<file path="src/design/switch_monitor_pkg.sv">
// Shared constants and types for the switch monitor register slice.
// Assumes a single clk_sys domain and 32-bit SPI frames, MSB first.
package switch_monitor_pkg;

	// =====================================
	// Register addresses (7-bit SPI field)
	localparam logic [6:0] ADDR_GND_DEBOUNCE = 7'h1b;
	localparam logic [6:0] ADDR_LPM_ENTRY = 7'h1c;
	localparam logic [6:0] ADDR_ANALOG_MUX_OUTPUT_CTRL = 7'h1d;
	localparam logic [6:0] ADDR_PRG_STATUS = 7'h1e;
	localparam logic [6:0] ADDR_GND_STATUS = 7'h1f;

	// =====================================
	// Channel counts and frame length
	localparam int GND_CH = 21;
	localparam int PRG_CH = 12;
	localparam int ANALOG_MUX_OUTPUT_SRC = 35;
	localparam logic [5:0] FRAME_BITS = 6'h20;

	// =====================================
	// Analog channel codes
	localparam logic [5:0] SEL_NONE = 6'h00;
	localparam logic [5:0] SEL_GND_FIRST = 6'h01;
	localparam logic [5:0] SEL_TEMP = 6'h22;
	localparam logic [5:0] SEL_BATT = 6'h23;
	localparam int SRC_TEMP = 33;
	localparam int SRC_BATT = 34;

	// =====================================
	// Reset values
	localparam logic [20:0] DEBOUNCE_RESET = 21'h00_0000;
	localparam logic [6:0] ANALOG_MUX_OUTPUT_RESET = 7'h00;
	localparam logic [23:0] LPM_CMD_DATA = 24'h00_0000;

	// =====================================
	// Debounce extension timing
	localparam real EXTEND_TIME_MS = 1.2;
	localparam real CLK_PERIOD_NS = 8.0;
	localparam real NS_PER_MS = 1.0e6;
	localparam int EXT_CNT_W = 18;

	// =====================================
	// Carriers
	typedef struct packed {
		logic [6:0] addr;
		logic rw;
		logic [23:0] data;
	} spi_cmd_s;

	typedef struct packed {
		logic [6:0] addr;
		logic rw;
		logic fault;
		logic int_flag;
		logic [21:0] data;
	} spi_word_s;

	typedef struct packed {
		logic cur_sel;
		logic [5:0] chan;
	} analog_mux_output_ctrl_s;

	typedef enum logic [2:0] {
		MODE_NORMAL = 3'b001,
		MODE_LPM = 3'b010,
		MODE_EXTEND = 3'b100
	} mode_e;

	typedef struct packed {
		mode_e mode;
		logic [20:0] debounce;
		analog_mux_output_ctrl_s analog_mux_output;
		logic int_flag;
		logic first_pending;
		spi_cmd_s shift_in;
		spi_word_s shift_out;
		logic [5:0] bit_cnt;
		logic sclk_q;
		logic cs_n_q;
		logic [6:0] last_addr;
		logic last_rw;
		logic [EXT_CNT_W-1:0] ext_cnt;
		logic meas_diff;
		logic meas_level;
	} state_s;

endpackage : switch_monitor_pkg
</file>
<file path="src/design/switch_monitor_lpm_analog_mux_output_regs.sv">
// SPI register slice: ground wake debounce, low-power entry, analog mux control.
// Assumes SPI pins already synchronous to clk_sys and sclk idle low.
//
// Functional notes
// - Debounce 0: judge change by voltage difference
// - Debounce 1: extend polling current 1.2 ms
// - Debounce register 0x1b, 21 bits, reset zero
// - Response: fault bit23, flag bit22, data below
// - Only the entry command enters low power
// - Configuration kept across low-power exit
// - Entry command: write, all-zero data, no answer
// - First frame after wake returns ground status
// - Exactly one of 35 sources to mux for codes 1-35, none for other codes
// - Analog-selected input reads zero in status
// - Analog source current is always pull-up
// - Mux control writable anytime in normal mode
// - Mux register 0x1d: bit6 current, chan 5:0
// - Current select 0 high-Z, 1 wetting
// - Codes 1-21 ground, 22-33 programmable
// - Codes 34, 35 temperature and battery
// - Interrupt flag set on event and reset
// - Fault summary is OR of fault flags
`timescale 1ns/1ps

module switch_monitor_lpm_analog_mux_output_regs
	import switch_monitor_pkg::*;
#(
	parameter int FAULT_W = 8,
	parameter int EXTEND_CYCLES = int'($ceil(EXTEND_TIME_MS * NS_PER_MS / CLK_PERIOD_NS))
)
(
	input wire logic clk_sys,
	input wire logic rst,
	input wire logic spi_sclk,
	input wire logic spi_cs_n,
	input wire logic spi_mosi,
	output logic spi_miso,
	output logic spi_miso_oe,
	input wire logic [GND_CH-1:0] ground_switch_inputs,
	input wire logic [PRG_CH-1:0] programmable_switch_inputs,
	input wire logic [FAULT_W-1:0] fault_flags,
	input wire logic interrupt_event,
	input wire logic wake_event,
	input wire logic poll_window_end,
	output logic low_power_mode,
	output logic poll_extend,
	output logic meas_diff_strobe,
	output logic meas_level_strobe,
	output logic [GND_CH-1:0] gnd_wake_debounce,
	output logic [ANALOG_MUX_OUTPUT_SRC-1:0] analog_mux_output_sel,
	output logic wetting_current_en,
	output logic interrupt_flag_bit
);

	// =====================================
	// Channel decode
	// Code to one-hot source; out-of-range codes select nothing
	function automatic logic [ANALOG_MUX_OUTPUT_SRC-1:0] analog_mux_output_decode(input logic [5:0] chan);
		logic [ANALOG_MUX_OUTPUT_SRC-1:0] sel;
		sel = '0;
		if (chan >= SEL_GND_FIRST && chan <= SEL_BATT)
		begin
			sel[chan - SEL_GND_FIRST] = 1'b1;
		end
		return sel;
	endfunction : analog_mux_output_decode

	state_s s;
	state_s s_next;
	spi_word_s resp;
	logic cs_fall;
	logic cs_rise;
	logic sclk_rise;
	logic sclk_fall;
	logic normal_mode;
	logic frame_done;
	logic lpm_cmd;
	logic [ANALOG_MUX_OUTPUT_SRC-1:0] sel;
	logic [GND_CH-1:0] gnd_masked;
	logic [PRG_CH-1:0] prg_masked;

	// =====================================
	// Pin edges and frame decode
	assign normal_mode = (s.mode == MODE_NORMAL);
	assign cs_fall = s.cs_n_q & ~spi_cs_n;
	assign cs_rise = ~s.cs_n_q & spi_cs_n;
	assign sclk_rise = ~s.sclk_q & spi_sclk & ~spi_cs_n;
	assign sclk_fall = s.sclk_q & ~spi_sclk & ~spi_cs_n;
	assign frame_done = cs_rise && normal_mode && (s.bit_cnt == FRAME_BITS);
	assign lpm_cmd = (s.shift_in.addr == ADDR_LPM_ENTRY) && s.shift_in.rw
		&& (s.shift_in.data == LPM_CMD_DATA);

	// Selected analog input reads as open
	assign sel = analog_mux_output_decode(s.analog_mux_output.chan);
	assign gnd_masked = ground_switch_inputs & ~sel[GND_CH-1:0];
	assign prg_masked = programmable_switch_inputs & ~sel[GND_CH+PRG_CH-1:GND_CH];

	// =====================================
	// Response word for the next frame
	always_comb
	begin
		resp = '0;
		resp.fault = |fault_flags;
		resp.int_flag = s.int_flag;
		if (s.first_pending)
		begin
			resp.addr = ADDR_GND_STATUS;
			resp.data = 22'(gnd_masked);
		end
		else
		begin
			resp.addr = s.last_addr;
			resp.rw = s.last_rw;
			if (s.last_addr == ADDR_GND_DEBOUNCE)
			begin
				resp.data = 22'(s.debounce);
			end
			else if (s.last_addr == ADDR_ANALOG_MUX_OUTPUT_CTRL)
			begin
				resp.data = 22'(s.analog_mux_output);
			end
			else if (s.last_addr == ADDR_GND_STATUS)
			begin
				resp.data = 22'(gnd_masked);
			end
			else if (s.last_addr == ADDR_PRG_STATUS)
			begin
				resp.data = 22'(prg_masked);
			end
			else
			begin
				resp.data = '0;
			end
		end
	end

	// =====================================
	// Next state
	always_comb
	begin
		s_next = s;
		s_next.sclk_q = spi_sclk;
		s_next.cs_n_q = spi_cs_n;
		s_next.meas_diff = 1'b0;
		s_next.meas_level = 1'b0;

		// Serial shifting, normal mode only
		if (normal_mode)
		begin
			if (cs_fall)
			begin
				s_next.bit_cnt = '0;
				s_next.shift_out = resp;
			end
			else if (sclk_rise && s.bit_cnt != FRAME_BITS)
			begin
				s_next.shift_in = {s.shift_in[30:0], spi_mosi};
				s_next.bit_cnt = s.bit_cnt + 6'h01;
			end
			else if (sclk_fall)
			begin
				s_next.shift_out = {s.shift_out[30:0], 1'b0};
			end
		end

		// Command execution at the end of a full frame
		if (frame_done)
		begin
			s_next.last_addr = s.shift_in.addr;
			s_next.last_rw = s.shift_in.rw;
			s_next.first_pending = 1'b0;
			s_next.int_flag = 1'b0;
			if (s.shift_in.rw && s.shift_in.addr == ADDR_GND_DEBOUNCE)
			begin
				s_next.debounce = s.shift_in.data[GND_CH-1:0];
			end
			else if (s.shift_in.rw && s.shift_in.addr == ADDR_ANALOG_MUX_OUTPUT_CTRL)
			begin
				s_next.analog_mux_output = s.shift_in.data[6:0];
			end
			else if (lpm_cmd)
			begin
				s_next.mode = MODE_LPM;
			end
		end

		// Low-power polling measurement
		if (s.mode == MODE_LPM && poll_window_end)
		begin
			s_next.meas_diff = 1'b1;
			if (|s.debounce)
			begin
				s_next.mode = MODE_EXTEND;
				s_next.ext_cnt = '0;
			end
		end
		else if (s.mode == MODE_EXTEND)
		begin
			s_next.ext_cnt = s.ext_cnt + 1'b1;
			if (s.ext_cnt == EXT_CNT_W'(EXTEND_CYCLES - 1))
			begin
				s_next.meas_level = 1'b1;
				s_next.mode = MODE_LPM;
			end
		end

		// Wake keeps all configuration
		if (!normal_mode && wake_event)
		begin
			s_next.mode = MODE_NORMAL;
			s_next.first_pending = 1'b1;
			s_next.meas_level = 1'b0;
		end

		// Event set wins over the frame clear
		if (interrupt_event)
		begin
			s_next.int_flag = 1'b1;
		end

		if (rst)
		begin
			s_next = '0;
			s_next.mode = MODE_NORMAL;
			s_next.debounce = DEBOUNCE_RESET;
			s_next.analog_mux_output = ANALOG_MUX_OUTPUT_RESET;
			s_next.int_flag = 1'b1;
			s_next.first_pending = 1'b1;
			s_next.sclk_q = 1'b0;
			s_next.cs_n_q = 1'b1;
		end
	end

	// State register
	always_ff @(posedge clk_sys)
	begin
		s <= s_next;
	end

	// =====================================
	// Outputs
	assign spi_miso = s.shift_out.addr[6];
	assign spi_miso_oe = ~s.cs_n_q & normal_mode;
	assign low_power_mode = ~normal_mode;
	assign poll_extend = (s.mode == MODE_EXTEND);
	assign meas_diff_strobe = s.meas_diff;
	assign meas_level_strobe = s.meas_level;
	assign gnd_wake_debounce = s.debounce;
	assign analog_mux_output_sel = sel;
	// Source current, always a pull-up, only on a real input
	assign wetting_current_en = s.analog_mux_output.cur_sel && (|sel[GND_CH+PRG_CH-1:0]);
	assign interrupt_flag_bit = s.int_flag;
endmodule : switch_monitor_lpm_analog_mux_output_regs

</file>
<file path="config.mk">
export PLATFORM = sky130hd
export DESIGN_NAME = switch_monitor_lpm_analog_mux_output_regs
export DESIGN_NICKNAME = d
export VERILOG_FILES = /design/src/design/switch_monitor_pkg.sv /design/src/design/switch_monitor_lpm_analog_mux_output_regs.sv
export SDC_FILE = /design/constraint.sdc
export NUM_CORES = 1
export LEC_CHECK = 0
export BUFFER_PORTS_ARGS = -buffer_cell sky130_fd_sc_hd__buf_2
export CAP_MARGIN = 0
export CORE_ASPECT_RATIO = 1.4
export CORE_UTILIZATION = 30
export CTS_CLUSTER_DIAMETER = 80
export DETAILED_ROUTE_END_ITERATION = 12
export MAX_ROUTING_LAYER = met4
export PLACE_DENSITY = 0.5
export SLEW_MARGIN = 20
export SYNTH_ARGS = -nofsm -noshare
export SYNTH_HDL_FRONTEND = slang
export SYNTH_SLANG_ARGS = --single-unit
</file>
<file path="constraint.sdc">
create_clock -name clk_sys -period 2.6 [get_ports clk_sys]
set_input_delay 0.52 -clock clk_sys [delete_from_list [all_inputs] [get_ports clk_sys]]
set_output_delay 0.52 -clock clk_sys [all_outputs]
set_load 0.02 [all_outputs]
</file>
==> key figures <==
Power
  • IR drop worst, VDD: roughly 0.00036 V
  • Power Total: ~4.8 mW
  • Leak: ~3.6 nW
  • PwrDens: approximately 500 nW/um2

Routing
  • TritonRoute pass-1 iters: 7
  • Drt via density: 5.11
  • Final ANT Viol Nets: 0
  • Total number of vias: between 7000 and 8000
  • DRC violations left: 0
  • Average wire per standard cell: 17.3 um
  • Initial DRC count: about 500
  • WL final: 23900 um

CTS
  • Clock buffer depth: 2
  • Clock transition at path regs: roughly 0.060 ns
  • Clock root buffer: clkbuf_16
  • CTS tree: done
  • Sink Count: approximately 130
  • H-Tree Depth: 4
  • CTS Buf Count: 17
  • Clock Latency Late Sink: 0.42 ns
  • Hold buffer count at cts: 0

STA
  • Setup Skew: between 0.008 and 0.009 ns
  • Final setup margin: -0.163 ns
  • Final hold viol count: 0
  • RSZ-0062 raised after global routing: true
  • Tcrit/Tclk final: 106%
  • Crit path time final: 2.76 ns
  • Slew @ Worst Pin: between 0.5 and 0.6 ns
  • Slew HR: 61.7%
  • Highest Clock Rate: around 0.36 GHz
  • Max Slew Vio Count: 0
  • Final setup fails: 28
  • Final TNS setup: -2.34 ns

Min path
  • Hold path start: interrupt_event
  • Hold endpoint: interrupt_flag_bit
  • Hold Path Stages: 2
  • Min-Delay Path Class: input port to flop

Die
  • Cell Rows: 66
  • Core ar.: 23200 um2
  • Die Wd: about 130 um
  • Die Area: ~24000 um2
  • I/O Pins: ~110
  • Starting density of the core: a little under a third
  • Die Y-Extent: ~180 um

GRT
  • Vias in the first global route: 6917
  • Wire length of the first global-routing pass: 37500 um
  • GRT overflow: 0
  • Initial antenna violation count: 0
  • Gr usage total: between 20% and 30%
  • Largest net degree at the start of global routing: 66

Worst setup path
  • Crit path DAT: between 2 and 2.5 ns
  • Top delay family on crit path: simple AND/OR/NAND/NOR gates
  • Crit path cell chain: buf_4 -> or3_4 -> o32a_4 -> buf_6 -> or3_4 -> inv_2 -> buf_6
  • Buffers & Inverters on Critical Path: 4
  • Worst r2r dst: s[36]
  • Critical path peak fanout: 13
  • Reg-to-reg slack, setup: approximately 0.18 ns
  • Max stage delay on crit path: about 0.42 ns
  • CP max stage cell: or3_4
  • Setup crit end kind: output port
  • Levels on crit path: 7
  • CP Launch Type: flop
  • Crit path kind: flop to output port
  • R2R Path Start: s[102]
  • R2R depth: 12
  • CP required: around 2.1 ns

Yosys
  • Async SR Flop Fraction: 0%
  • Post-synth EDFFs: 0
  • Post-Syn Nets: between 900 and 1000
  • Unique cell type count in the Yosys netlist: 84
  • FF+latch count, synth: roughly 130
  • Syn Std Cell Area: a little over 7000 um2
  • Syn Area/Cell: approximately 7.6 um2
  • Register area share after synthesis: a little under two fifths
  • YS warnings: 0
  • Synth Flop Type: dfxtp_1
  • Mapped Cells: 935

Place
  • Placed Cells: 1327
  • Buffers on Ports: approximately 110
  • DP HPWL: between 15000 and 20000 um
  • Placed inst area: between 8000 and 9000 um2
  • Final Wtd Congestion: approximately 0.9

Status
  • Failing checks: negative setup slack
  • Outcome: finished, violations left

Cells and area
  • Ant. Diodes: 0
  • Share of layout cells above drive strength 1: approximately 29%
  • Final core utilization: approximately two fifths
  • Final instance area: around 9400 um2
  • Filler-free cell count of the finished design: between 1000 and 1500
  • Area Overhead vs Synth: 33.2%
  • Final Net Count: 1122
  • Fillers: roughly 2400

Run
  • Number of max-cap violations: 0
layer usage:
layer	vias to the layer above	global-route usage, %	part of all wire, %
li1	3517	-	-
met1	3371	23.6	44
met2	135	35.0	50
met3	45	3.12	2.6
met4	0	9.02	3.3
met5	-	-	0
registers in the layout, summed over array words and instances (netlist names):
| signal | flops |
|---|---|
| interrupt_flag_bit | 1 |
| s | 108 |
| gnd_wake_debounce | 21 |
| spi_miso | 1 |
| meas_level_strobe | 1 |
| meas_diff_strobe | 1 |
stage by stage:
stage | hold slack, ns | setup WS, ns
after floorplan | 0.426 | 0.00987
after global placement | 0.439 | 0.132
after detailed placement | 0.446 | 0.0961
after CTS | 0.268 | -0.191
after global routing | 0.282 | -0.240
final | 0.280 | -0.163
report_power, final:
part / leakage [nW] / internal, mW / switching (mW)
clock: 0.280 / 1.51 / 0.880
combinational: 2.24 / 0.109 / 0.172
sequential: 1.08 / 2.08 / 0.0230
cells in the mapped netlist, drive strengths merged (6+ instances only):
| cell | count | share of area, % |
|---|---|---|
| nand3 | 22 | 1.6 |
| nand2 | 177 | 9.4 |
| clkbuf | 36 | 1.9 |
| nor2 | 120 | 6.6 |
| a21oi | 109 | 7.8 |
| xnor2 | 11 | 1.4 |
| nor2b | 10 | 0.89 |
| nand2b | 8 | 0.71 |
| dfxtp | 133 | 38 |
| a221oi | 6 | 0.99 |
| mux2i | 8 | 1.3 |
| a211oi | 11 | 1.2 |
| or3 | 18 | 1.7 |
| nor3 | 41 | 3.2 |
| inv | 16 | 0.85 |
| o211ai | 18 | 2.1 |
| nor4 | 14 | 1.3 |
| nor3b | 9 | 1.1 |
| buf | 46 | 4.4 |
| o21ai | 30 | 2.2 |
| nand4 | 11 | 1.1 |
worst max path at each step:
| stage | start | end | slack [ns] |
|---|---|---|---|
| after floorplan | s[102] | analog_mux_output_sel[16] | 0.01 |
| after global placement | s[102] | analog_mux_output_sel[16] | 0.13 |
| after detailed placement | s[102] | analog_mux_output_sel[16] | 0.1 |
| after CTS | s[106] | wetting_current_en | -0.19 |
| after global routing | s[102] | analog_mux_output_sel[21] | -0.24 |
| final | s[102] | analog_mux_output_sel[21] | -0.16 |
layout make-up:
| cell class | instances | area, um2 | area share (%) |
|---|---|---|---|
| clock buffers | 19 | 443 | 4.71 |
| well taps | 306 | 383 | 4.07 |
| clock inverters | 10 | 134 | 1.42 |
| flip-flops and latches | 133 | 2670 | 28.4 |
| multi-input cells | 704 | 4260 | 45.2 |
| inverters | 16 | 60.1 | 0.638 |
| repair buffers | 196 | 1470 | 15.6 |
placed cells by master (no fill, tap or decap), types with 4 or more instances in the layout:
cell type / synthesis / routed
nor2_4: 0 / 19
o21ai_1: 1 / 4
o211ai_1: 16 / 16
inv_2: 0 / 4
a22oi_1: 5 / 4
or3_1: 16 / 13
xnor2_1: 11 / 10
nor2_1: 119 / 93
nand2_1: 176 / 173
o21ai_0: 28 / 25
clkinv_2: 0 / 4
dfxtp_1: 133 / 127
a21oi_1: 108 / 106
mux2i_1: 7 / 7
buf_4: 25 / 73
nor2_2: 0 / 7
or3_4: 2 / 5
a211oi_1: 11 / 11
nand3_1: 21 / 19
buf_6: 3 / 38
nor2b_1: 10 / 7
nand4_1: 10 / 10
nor3_1: 38 / 36
nor4_1: 13 / 13
dfxtp_2: 0 / 6
a31oi_1: 4 / 4
buf_2: 15 / 80
nor3b_1: 7 / 5
a221oi_1: 5 / 5
nand2b_1: 8 / 7
inv_1: 16 / 12
clkbuf_16: 0 / 17
kinds of logic after synthesis:
| kind of cell | after synthesis | share of synthesized area [%] |
|---|---|---|
| adders and majority gates | 5 | 0.885 |
| and+or+nand+nor | 457 | 31.1 |
| DFF | 133 | 37.7 |
| xor gates and xnor gates | 14 | 1.84 |
| buffers and inverters | 98 | 7.12 |
| muxes | 8 | 1.31 |
| AOI/OAI and AO/OA | 220 | 20.1 |
repair_timing:
| action | in CTS | in global routing |
|---|---|---|
| setup buffers | 20 | 10 |
| endpoints found under the setup margin | 35 | 36 |
| pin swaps | 19 | 20 |
| gates resized for setup | 117 | 45 |
worst register-to-register path, delay by kind of cell, from the launching register on:
| family | cells | cell delay (ns) |
|---|---|---|
| flip-flops | 1 | 0.33 |
| adder cells (fa/ha/maj) | 1 | 0.17 |
| XOR/XNOR | 1 | 0.14 |
| AND/OR/NAND/NOR | 3 | 0.74 |
| buffers and inverters | 5 | 0.63 |
| AO/OA/AOI/OAI | 2 | 0.36 |
Power figures use the tool's default switching activity.
